==> src/core/faer_pkg.sv <==
// Package for the fatal alarm error register block
`default_nettype none
package faer_pkg;
    // Instruction decode
    localparam logic [7:0]  FUNC_SEVERE_ALARM = 8'h07;
    localparam logic [15:0] ALARM_NUM_MIN     = 16'h0001;
    localparam logic [15:0] ALARM_NUM_MAX     = 16'h01ff;
    localparam logic [15:0] USER_CODE_BASE    = 16'hc100;
    // System error codes and their detail masks or exact patterns
    localparam logic [15:0] SYS_MEMORY        = 16'h80f1;
    localparam logic [15:0] SYS_MEMORY_BAD    = 16'hffec;
    localparam logic [15:0] SYS_IO_BUS        = 16'h80ca;
    localparam logic [15:0] SYS_IO_BUS_DET    = 16'h0a0a;
    localparam logic [15:0] SYS_TOO_MANY_IO   = 16'h80e1;
    localparam logic [15:0] SYS_TOO_MANY_DET  = 16'h2000;
    localparam logic [15:0] SYS_PROGRAM       = 16'h80f0;
    localparam logic [15:0] SYS_PROGRAM_BAD   = 16'h00ff;
    localparam logic [15:0] SYS_CYCLE_OVER    = 16'h809f;
    localparam logic [15:0] SYS_CYCLE_DET     = 16'h0000;
    // Error log
    localparam int          LOG_DEPTH         = 20;
    // Register byte offsets
    localparam logic [7:0]  OFS_STATUS        = 8'h00;
    localparam logic [7:0]  OFS_ERR_CODE      = 8'h04;
    localparam logic [7:0]  OFS_SYS_ALARM     = 8'h08;
    localparam logic [7:0]  OFS_LOG_INDEX     = 8'h0c;
    localparam logic [7:0]  OFS_LOG_CODE      = 8'h10;
    localparam logic [7:0]  OFS_LOG_TIME      = 8'h14;
    localparam logic [7:0]  OFS_IRQ_STATUS    = 8'h18;
    localparam logic [7:0]  OFS_IRQ_MASK      = 8'h1c;
    // Reset values
    localparam logic [15:0] RST_SYS_ALARM     = 16'h0000;
    localparam logic [15:0] RST_ERR_CODE      = 16'h0000;
    localparam logic [1:0]  RST_IRQ_MASK      = 2'h0;
    // Interrupt status bit positions
    localparam int          IRQ_FATAL         = 0;
    localparam int          IRQ_INSTR_ERR     = 1;

    // One instruction issued by the scan engine
    typedef struct packed {
        logic        valid;
        logic [7:0]  func_code;
        logic        num_is_const;
        logic [15:0] alarm_num;
        logic [15:0] src_word;
        logic [15:0] src_next;
    } faer_issue_t;

    // Another error source of the controller
    typedef struct packed {
        logic        valid;
        logic [15:0] code;
    } faer_ext_err_t;
endpackage : faer_pkg
`default_nettype wire

==> src/core/faer_top.sv <==
// Severe alarm instruction unit with error code word, log and flags
// Function
// - Alarm number constant only, range 1..511
// - User fatal error when number differs
// - Source is message pointer or constant
// - Equal number raises system error from source
// - Invalid system code or details flags error
// - Instruction error flag off otherwise
// - Any generated error sets fatal alarm flag
// - Log keeps code and time, twenty errors
// - User codes C101..C2FF map from number
// - Simultaneous errors store most serious code
// - Fatal error stops program operation
// - Decode function code 007 as this instruction
// - Higher code value means more serious
// - Error indicator lit on user fatal error
//
// The register addresses and register access over Wishbone were left to the implementer.
`default_nettype none
module faer_top
    import faer_pkg::*;
#(
    parameter int TIME_W = 32
) (
    input  wire logic                    clk,
    input  wire logic                    rstn,
    input  wire faer_pkg::faer_issue_t   issue,
    input  wire faer_pkg::faer_ext_err_t ext_err,
    input  wire logic [TIME_W-1:0]       time_now,
    output logic                         instruction_error_flag,
    output logic                         fatal_alarm_flag,
    output logic                         program_stop,
    output logic                         err_indicator,
    output logic                         irq,
    input  wire logic                    wb_cyc_i,
    input  wire logic                    wb_stb_i,
    input  wire logic                    wb_we_i,
    input  wire logic [7:0]              wb_adr_i,
    input  wire logic [3:0]              wb_sel_i,
    input  wire logic [31:0]             wb_dat_i,
    output logic [31:0]                  wb_dat_o,
    output logic                         wb_ack_o
);
    import faer_pkg::*;

    localparam int IW = $clog2(LOG_DEPTH);

    // ==========================================================
    // State
    // ==========================================================
    logic              perr_q, perr_d;
    logic              fatal_q, fatal_d;
    logic              stop_q, stop_d;
    logic              led_q, led_d;
    logic              irq_q, irq_d;
    logic [15:0]       err_code_q, err_code_d;
    logic [15:0]       sys_alarm_q, sys_alarm_d;
    logic [IW-1:0]     log_idx_q, log_idx_d;
    logic [IW-1:0]     log_wp_q, log_wp_d;
    logic [IW:0]       log_cnt_q, log_cnt_d;
    logic [1:0]        irq_st_q, irq_st_d;
    logic [1:0]        irq_mask_q, irq_mask_d;
    logic [31:0]       rdat_q, rdat_d;
    logic              ack_q, ack_d;

    // Log storage, written only from the registered path below
    logic [15:0]       log_code_mem [LOG_DEPTH];
    logic [TIME_W-1:0] log_time_mem [LOG_DEPTH];

    // ==========================================================
    // Instruction decode and checks
    // ==========================================================
    logic        exec, num_ok, is_sys, sys_ok, gen_err, instr_bad;
    logic [15:0] new_code, win_code;
    logic        log_we;

    // System codes only pass with matching detail patterns
    function automatic logic sys_code_valid(input logic [15:0] c,
                                            input logic [15:0] d);
        logic ok;
        ok = 1'b0;
        case (c)
            SYS_MEMORY:      ok = ((d & SYS_MEMORY_BAD) == 16'h0000);
            SYS_IO_BUS:      ok = (d == SYS_IO_BUS_DET);
            SYS_TOO_MANY_IO: ok = (d == SYS_TOO_MANY_DET);
            SYS_PROGRAM:     ok = ((d & SYS_PROGRAM_BAD) == 16'h0000);
            SYS_CYCLE_OVER:  ok = (d == SYS_CYCLE_DET);
            default:         ok = 1'b0;
        endcase
        return ok;
    endfunction : sys_code_valid

    // Halted program issues nothing, so late issues are dropped
    always_comb begin
        exec   = issue.valid && !stop_q
                 && (issue.func_code == FUNC_SEVERE_ALARM);
        num_ok = issue.num_is_const
                 && (issue.alarm_num >= ALARM_NUM_MIN)
                 && (issue.alarm_num <= ALARM_NUM_MAX);
        // A number equal to the system word selects system mode
        is_sys = (issue.alarm_num == sys_alarm_q);
        sys_ok = sys_code_valid(issue.src_word, issue.src_next);
        // Source word only carries a message pointer in user mode
        new_code = is_sys ? issue.src_word
                          : (USER_CODE_BASE + issue.alarm_num);
        gen_err  = exec && num_ok && (!is_sys || sys_ok);
        // Bad operand: range, constness or a refused system code
        instr_bad = exec && !(num_ok && (!is_sys || sys_ok));
    end

    // Most serious of the new errors this cycle, by code value
    // One log slot per cycle, so the lower code goes unlogged
    always_comb begin
        win_code = 16'h0000;
        log_we   = 1'b0;
        if (gen_err && ext_err.valid) begin
            win_code = (new_code > ext_err.code) ? new_code
                                                 : ext_err.code;
            log_we   = 1'b1;
        end else if (gen_err) begin
            win_code = new_code;
            log_we   = 1'b1;
        end else if (ext_err.valid) begin
            win_code = ext_err.code;
            log_we   = 1'b1;
        end
    end

    // ==========================================================
    // Wishbone classic slave and control next state
    // ==========================================================
    logic        req, wr, rd;
    logic [31:0] wmask;
    logic [31:0] status_w;

    // Ack one cycle after the take; a high ack blocks a second take
    always_comb begin
        req   = wb_cyc_i && wb_stb_i && !ack_q;
        wr    = req && wb_we_i;
        rd    = req && !wb_we_i;
        wmask = {{8{wb_sel_i[3]}}, {8{wb_sel_i[2]}},
                 {8{wb_sel_i[1]}}, {8{wb_sel_i[0]}}};

        // Status: log count in 10:6, then lamp, stop, fatal, flag
        // Count never passes 20, so its top bit is dropped on purpose
        status_w       = 32'h0000_0000;
        status_w[10:6] = log_cnt_q[IW-1:0];
        status_w[3]    = led_q;
        status_w[2]    = stop_q;
        status_w[1]    = fatal_q;
        status_w[0]    = perr_q;

        perr_d      = perr_q;
        fatal_d     = fatal_q;
        stop_d      = stop_q;
        led_d       = led_q;
        err_code_d  = err_code_q;
        sys_alarm_d = sys_alarm_q;
        log_idx_d   = log_idx_q;
        log_wp_d    = log_wp_q;
        log_cnt_d   = log_cnt_q;
        irq_st_d    = irq_st_q;
        irq_mask_d  = irq_mask_q;
        rdat_d      = 32'h0000_0000;
        ack_d       = req;

        // Each execution rewrites the flag from its own checks
        if (exec) begin
            perr_d = instr_bad;
        end
        // Fatal outcomes stay until reset; nothing here clears them
        if (gen_err) begin
            fatal_d = 1'b1;
            stop_d  = 1'b1;
            led_d   = 1'b1;
        end

        // Keep the worst code seen since reset
        if (log_we && (win_code > err_code_q)) begin
            err_code_d = win_code;
        end

        // Ring log: pointer wraps, oldest entry overwritten
        if (log_we) begin
            log_wp_d = (log_wp_q == IW'(LOG_DEPTH - 1)) ? '0
                       : log_wp_q + 1'b1;
            if (log_cnt_q != (IW+1)'(LOG_DEPTH)) begin
                log_cnt_d = log_cnt_q + 1'b1;
            end
        end

        // Register reads; a read of irq status clears it
        if (rd) begin
            case (wb_adr_i)
                OFS_STATUS:     rdat_d = status_w;
                OFS_ERR_CODE:   rdat_d = {16'h0, err_code_q};
                OFS_SYS_ALARM:  rdat_d = {16'h0, sys_alarm_q};
                OFS_LOG_INDEX:  rdat_d = 32'(log_idx_q);
                OFS_LOG_CODE:   rdat_d = {16'h0, log_code_mem[log_idx_q]};
                OFS_LOG_TIME:   rdat_d = 32'(log_time_mem[log_idx_q]);
                OFS_IRQ_STATUS: begin
                    rdat_d   = {30'h0, irq_st_q};
                    irq_st_d = 2'h0;
                end
                OFS_IRQ_MASK:   rdat_d = {30'h0, irq_mask_q};
                default:        rdat_d = 32'h0000_0000;
            endcase
        end

        // Register writes honour byte lanes
        if (wr) begin
            case (wb_adr_i)
                OFS_SYS_ALARM: begin
                    sys_alarm_d = (sys_alarm_q & ~wmask[15:0])
                                  | (wb_dat_i[15:0] & wmask[15:0]);
                end
                OFS_LOG_INDEX: begin
                    if (wb_sel_i[0]) begin
                        // Indexes past the last slot fall back to 0
                        if (wb_dat_i[7:0] >= 8'(LOG_DEPTH)) begin
                            log_idx_d = '0;
                        end else begin
                            log_idx_d = wb_dat_i[IW-1:0];
                        end
                    end
                end
                OFS_IRQ_MASK: begin
                    if (wb_sel_i[0]) begin
                        irq_mask_d = wb_dat_i[1:0];
                    end
                end
                default: ;
            endcase
        end

        // Events set after the clear so a set wins
        if (gen_err) begin
            irq_st_d[IRQ_FATAL] = 1'b1;
        end
        if (instr_bad) begin
            irq_st_d[IRQ_INSTR_ERR] = 1'b1;
        end
        // Built from next values so irq rises with the status bit
        irq_d = |(irq_st_d & irq_mask_d);
    end

    // ==========================================================
    // Registers
    // ==========================================================
    always_ff @(posedge clk or negedge rstn) begin
        if (!rstn) begin
            perr_q      <= 1'b0;
            fatal_q     <= 1'b0;
            stop_q      <= 1'b0;
            led_q       <= 1'b0;
            irq_q       <= 1'b0;
            err_code_q  <= RST_ERR_CODE;
            sys_alarm_q <= RST_SYS_ALARM;
            log_idx_q   <= '0;
            log_wp_q    <= '0;
            log_cnt_q   <= '0;
            irq_st_q    <= 2'h0;
            irq_mask_q  <= RST_IRQ_MASK;
            rdat_q      <= 32'h0000_0000;
            ack_q       <= 1'b0;
        end else begin
            perr_q      <= perr_d;
            fatal_q     <= fatal_d;
            stop_q      <= stop_d;
            led_q       <= led_d;
            irq_q       <= irq_d;
            err_code_q  <= err_code_d;
            sys_alarm_q <= sys_alarm_d;
            log_idx_q   <= log_idx_d;
            log_wp_q    <= log_wp_d;
            log_cnt_q   <= log_cnt_d;
            irq_st_q    <= irq_st_d;
            irq_mask_q  <= irq_mask_d;
            rdat_q      <= rdat_d;
            ack_q       <= ack_d;
        end
    end

    // Log memory has no reset; unwritten slots count as empty
    always_ff @(posedge clk) begin
        if (log_we) begin
            log_code_mem[log_wp_q] <= win_code;
            log_time_mem[log_wp_q] <= time_now;
        end
    end

    // ==========================================================
    // Outputs
    // ==========================================================
    assign instruction_error_flag = perr_q;
    assign fatal_alarm_flag       = fatal_q;
    assign program_stop           = stop_q;
    assign err_indicator          = led_q;
    assign irq                    = irq_q;
    assign wb_dat_o               = rdat_q;
    assign wb_ack_o               = ack_q;
endmodule : faer_top
`default_nettype wire

==> config.mk <==
export PLATFORM = sky130hd
export DESIGN_NAME = faer_top
export DESIGN_NICKNAME = d
export VERILOG_FILES = /design/src/core/faer_pkg.sv /design/src/core/faer_top.sv
export SDC_FILE = /design/constraint.sdc
export NUM_CORES = 1
export LEC_CHECK = 0
export BUFFER_PORTS_ARGS = -buffer_cell sky130_fd_sc_hd__buf_2
export CORE_UTILIZATION = 40
export CTS_BUF_LIST = sky130_fd_sc_hd__clkbuf_8
export CTS_CLUSTER_DIAMETER = 80
export CTS_CLUSTER_SIZE = 14
export DETAILED_ROUTE_END_ITERATION = 7
export PLACE_DENSITY_LB_ADDON = 0.08
export SETUP_SLACK_MARGIN = 0.3
export SYNTH_ARGS = -nofsm -noshare
export SYNTH_HDL_FRONTEND = slang
export SYNTH_SLANG_ARGS = --single-unit
==> constraint.sdc <==
create_clock -name clk -period 6.1 [get_ports clk]
set_clock_uncertainty 0.15 [all_clocks]
set_input_delay 1.83 -clock clk [delete_from_list [all_inputs] [get_ports clk]]
set_output_delay 1.83 -clock clk [all_outputs]
set_load 0.05 [all_outputs]
## After elaboration in Yosys (flattened, before gate mapping)

Memories as Yosys holds them, arrays and structs flattened.
Cells that the tools add are included.

| word-level totals | value |
|---|---|
| bits in registers | 88 |
| memory bits (writable) | 960 |
| input port bits | 156 |
| logic and storage cells | 95 |
| memories kept | 2 |

| cells by class | value |
|---|---|
| $add $sub $neg | 3 |
| order comparisons | 5 |
| equal/unequal tests | 18 |
| mux-type cells | 22 |
| bitwise logic cells | 5 |
| reduce and logical (&&, ||, !) cells | 28 |

Memory list:

| name | words | width | rd ports | clocked after memory_dff | wr ports | RTL line | source |
|---|---|---|---|---|---|---|---|
| log_time_mem | 20 | 32 | 1 | 0 | 1 | faer_top.sv:68 | `logic [TIME_W-1:0] log_time_mem [LOG_DEPTH];` |
| log_code_mem | 20 | 16 | 1 | 0 | 1 | faer_top.sv:67 | `logic [15:0] log_code_mem [LOG_DEPTH];` |

Operators with widths:

| operator | count |
|---|---|
| $pmux 32 s8 | 1 |
| $eq 16x16->1 const B | 5 |
| $mux 16 | 5 |
| $logic_not 16->1 | 3 |
| $and 16x16->16 | 2 |
| $eq 8x5->1 const B | 4 |
| $gt 16x16->1 | 2 |
| $mux 32 | 1 |
| $add 16x16->16 const A | 1 |
| $eq 16x12->1 const B | 1 |
| $eq 16x14->1 const B | 1 |
| $eq 16x16->1 | 1 |
| $eq 8x3->1 const B | 2 |
| $eq 8x4->1 const B | 2 |
| $ge 16x1->1 const B | 1 |
| $le 16x9->1 const B | 1 |
| $not 16->16 | 1 |
| $or 16x16->16 | 1 |
| $logic_and 1x1->1 | 14 |
| $mux 2 | 5 |
| $mux 5 | 2 |
| $ge 8x5->1 const B | 1 |
| $logic_not 8->1 | 1 |
| $mux 1 | 7 |
| 11 further kinds | 16 |

## Depth between registers and ports, before layout

| depth | value |
|---|---|
| depth in word-level cells | 9 |
| mapped depth | 25 |
| mapped depth without buffers | 23 |

## Worst setup path after synthesis

No wires, ideal clock.

| timing path | value |
|---|---|
| kind | in2reg |
| from | in issue[41] (netlist bit) |
| to | reg err_code_q[10] |
| library setup time | 0.125 ns |
| arrival | 6.902 ns |
| required time | 5.825 ns |
| setup slack | -1.077 ns |
| stages on the path | 21 |
| path buffers | 3 |
| cell sequence | xnor2_1 -> nand4_1 -> nor4_2 -> clkbuf_1 -> mux2_2 -> ha_1 -> or4_1 -> o32ai_1 -> a21oi_1 -> a21boi_1 -> buf_2 -> a32o_1 -> ha_1 -> a211oi_1 -> o21ai_0 -> o211ai_1 -> nand3_1 -> a211oi_1 -> nor3b_4 -> buf_12 -> mux2_4 |

| on the way | value |
|---|---|
| word-level cells in the longest chain between the ends | 9 |
| elaborated cells on any way between the ends | 20 |
| those cells by class | 1 x add/sub; 4 x order compare; 1 x eq/ne; 6 x mux; 8 x reduce/logical |

Ends and longest elaborated chain:

| item | RTL line | source |
|---|---|---|
| start: declaration | faer_top.sv:27 | `input wire faer_pkg::faer_issue_t issue,` |
| parallel branches: the longest is 6 deep, another holds $add 16x16->16 | -- |  |
| $mux 16 * | faer_top.sv:116 | `if (gen_err && ext_err.valid) begin` |
| named net win_code[9] | faer_top.sv:74 | `logic [15:0] new_code, win_code;` |
| $gt 16x16->1 * | faer_top.sv:179 | `if (log_we && (win_code > err_code_q)) begin` |
| $logic_and 1x1->1 * | faer_top.sv:179 |  |
| end signal: assignment | faer_top.sv:272 | `err_code_q <= err_code_d;` |
| end: declaration | faer_top.sv:56 | `logic [15:0] err_code_q, err_code_d;` |

Mark *: on every way through the listed nets, which the timed path passes.
A chain may end at the register's enable or synchronous reset.

## Worst setup path after layout

| timing path | value |
|---|---|
| from | in issue[35] (netlist bit) |
| to | reg err_code_q[1] |

The elaborated chain is that of the path after synthesis.

==> results.md <==
* Setup TNS at 0 ns
* TritonRoute pass-1 iters at 6
* CP Buf/Inv Count at 6
* Hold Slack at 0.331 ns
* Static Leak at between 0.015 and 0.02 uW
* CTS tree: built
* Fill cell count at about 9000
* CP arrival at roughly 6.4 ns
* Worst setup margin at roughly 0.16 ns
* Maximum VDD drop at 0.145 mV
* Combinational share of power at roughly a tenth
* Slew margin rel. at between 20% and 30%
* Max FO, Critical Path at 8
* Max frequency at between 150 and 200 MHz
* Final nets at about 2500
* Register bit total from synthesis at 1048
* H-tree levels at 3
* Tot Pwr at between 10000 and 15000 uW
* Sw Share at 24.5%
* # hold bufs at CTS at 0
* Startpoint Class: input pin
* Share of cells above drive strength 1 at about 38%
* Sequential Power Share at 61.8%
* RR Endpoint: err_code_q[1]
* Drt drc at 0
* Drt wl/cell at 29.3 um
* FF+latch area at about 0.031 mm2
* Slew @ Worst Pin at around 1.2 ns
* EDFF count, synth at 960
* Async SR Flop Fraction at ~8.4%
* Worst reg-to-reg path cell count at 24
* Vias in the first global route at 22124
* Most Frequent Cell on Critical Path: buf_4
* Clk buf depth at 3
* First-pass GRT wire length at ~160000 um
* Library cells used by synthesis at 64
* Syn Nets at about 2200
* CP top delay family: compound AO/OA/AOI/OAI gates
* ANT nets after route at 0
* Largest net degree at the start of global routing at 91
* Core area at ~0.10 mm2
* Die height at approximately 330 um
* Status: completed
* # rows at around 120
* Max Cap Viol at 0
* Top area cells in the synthesized netlist: edfxtp_1 (69%), mux4_2 (16%), dfrtp_1 (5.3%)
* Antenna violations before repair at 4
* Final Setup Violations at 0
* Root Driver: clkbuf_8
* Clock power frac at ~28%
* Mapped Area at ~0.042 mm2
* Area growth syn-to-layout at 14.5%
* Instance count on the critical path at 25
* End point of the critical path: err_code_q[1]
* Synth cell count leaders: edfxtp_1 (960), mux4_2 (288), dfrtp_1 (88)
* Io pins at 194
* Final Max Slew Viols at 0
* Yosys top cell area share at 68.9%
* Pwr/cell area at about 290 mW/mm2
* Worst-skew pair later-pin latency at between 0.7 and 0.8 ns
* Mapped Cells at around 2000
* Drt via density at 5.61
* Clock slew at reported path FFs at ~0.10 ns
* # port buffers at between 150 and 200
* Slowest CP cell: nor4_4
* Clock sinks at approximately 1000
* Worst hold path type: reg2reg
* Yosys warning total at 0
* Post-synth top flop: edfxtp_1
* Gpl congestion at approximately 0.94
* Count leader, synth: edfxtp_1
* Reg2reg setup slack at around 0.75 ns
* Multi-input gate area at around 0.011 mm2
* Worst Path Required at 6.58 ns
* Switch Pwr at about 3400 uW
* Avg Inst Size Synth at 21.4 um2
* Die span in x at approximately 330 um
* Sequential-to-total area share from yosys stat at 74.2%
* Drt total wl at around 110000 um
* Grt ovf at 0
* Starting density of the core at 40.4%
* Final worst path period share at around 97%
* Dominant cell type by area after synthesis: edfxtp_1
* Critical Path Sink Type: register
* GRT Overall Usage at 20.8%
* Power Internal at approximately 10000 uW
* CP Class: in2reg
* Final Core Density at between 40 and 50%
* Final Hold Viols at 0
* DP HPWL at around 62000 um
* Unrepaired setup endpoints after global routing: yes
* Crit path from: issue[35]
* Cts bufs inserted at 87
* Post-Place Setup Slack at -0.685 ns
* Via Count at between 20000 and 25000
* Die Footprint at between 0.1 and 0.15 mm2
* Min Tclk post-route at about 5.9 ns
* Max incr delay on CP at approximately 0.35 ns
* DR iter-0 viols at approximately 1800
[logic make-up (layout without fill, tap and decap cells)]
group / count (synthesis) / in the layout / synth area share [%]
xor gates and xnor gates: 27 / 27 / 0.565
adders and majority gates: 41 / 41 / 1.23
and+or+nand+nor: 205 / 206 / 2.59
DFF: 1048 / 1048 / 74.2
muxes: 381 / 381 / 18.0
other: 0 / 1 / 0
AOI/OAI and AO/OA: 119 / 119 / 2.03
buffers and inverters: 136 / 512 / 1.36
[registers in the layout, summed over array words and instances, names as in the netlist, 2 cells and up, named ones only]
name	cells
err_code_q	16
irq_mask_q	2
log_wp_q	5
irq_st_q	2
log_code_mem	320
log_cnt_q	6
wb_dat_o	32
log_time_mem	640
log_idx_q	5
[power groups by stage]
| stage | clock [uW] | combinational [uW] | sequential (uW) |
|---|---|---|---|
| after floorplan | 0 | 721 | 8580 |
| after global placement | 0 | 1360 | 8600 |
| after detailed placement | 0 | 1390 | 8630 |
| after CTS | 3960 | 1450 | 8470 |
| after global routing | 4180 | 1540 | 8510 |
| final | 3800 | 1430 | 8470 |
[layer usage]
metal / routed length [um] / share of wire (%) / global-route usage (%) / vias to the layer above
met2: 52300 / 48 / 33.5 / 570
met5: 34 / 0.031 / 0 / -
met3: 5110 / 4.7 / 2.95 / 142
li1: - / - / - / 8802
met1: 49200 / 45 / 29.9 / 11327
met4: 2110 / 1.9 / 5.34 / 6
[timing repair]
action | 4_1_cts | 5_1_grt
cloned | 2 | 1
resized for setup | 31 | 27
pin swaps | 1 | 29
setup endpoints to repair | 16 | 16
buffers inserted | 5 | 2
[how the worst min path moves through the flow]
stage	endpoint	depth (start not counted)	startpoint
2_1_floorplan	log_cnt_q[5]	1	log_cnt_q[5]
3_3_place_gp	log_cnt_q[5]	1	log_cnt_q[5]
3_5_place_dp	log_cnt_q[5]	1	log_cnt_q[5]
4_1_cts	log_cnt_q[5]	1	log_cnt_q[5]
5_1_grt	log_cnt_q[5]	1	log_cnt_q[5]
6_report	log_cnt_q[5]	1	log_cnt_q[5]
[cells in the final DEF (no fill, tap or decap), drive strengths merged, types with 4 or more instances in the layout]
master | netlist | routed
a211oi | 4 | 4
a21oi | 24 | 24
a222oi | 12 | 12
a22oi | 13 | 13
a31oi | 6 | 6
a32o | 11 | 11
and2 | 4 | 4
buf | 36 | 321
clkbuf | 58 | 89
dfrtp | 88 | 88
edfxtp | 960 | 960
ha | 41 | 41
inv | 42 | 95
mux2 | 75 | 75
mux2i | 18 | 18
mux4 | 288 | 288
nand2 | 52 | 52
nand2b | 5 | 6
nand3 | 14 | 14
nand4 | 21 | 21
nand4b | 4 | 4
nor2 | 52 | 52
nor2b | 5 | 5
nor3 | 9 | 9
nor4 | 13 | 13
o21ai | 24 | 24
or3 | 5 | 5
or4 | 4 | 4
xnor2 | 23 | 23
xor2 | 4 | 4
[layout make-up]
type                    instances  area share (%)
diodes                          1         0.00522
clock buffers                  89            2.56
clock inverters                60           0.713
inverters                      42           0.329
multi-input cells             774            22.6
flip-flops and latches       1048            64.8
well taps                    1380            3.60
repair buffers                321            5.40
[stage by stage]
step	std cells	instance area [um2]
after floorplan	1957	42100
after global placement	3555	46000
after detailed placement	3555	46000
after CTS	3711	47800
after global routing	3715	47900
final	3715	47900
[worst reg2reg max path, cell delays in order, from the launching register on]
cell and delay [ns]:
dfrtp_1 0.52, xnor2_4 0.23, nand4_1 0.19, nor4_4 0.35, buf_4 0.21, mux2_4 0.34, ha_4 0.27, nand4_1 0.12
buf_4 0.17, a211oi_4 0.18, o32ai_4 0.12, a21oi_2 0.20, a21boi_2 0.09, buf_4 0.16, a32o_2 0.25, ha_4 0.22
a211oi_2 0.20, o21ai_1 0.09, o211ai_1 0.11, nand3_1 0.12, a211oi_2 0.31, nor3b_4 0.08, buf_6 0.13, buf_16 0.14
mux2_4 0.29
Note: power is estimated with default switching activity, not from simulation.
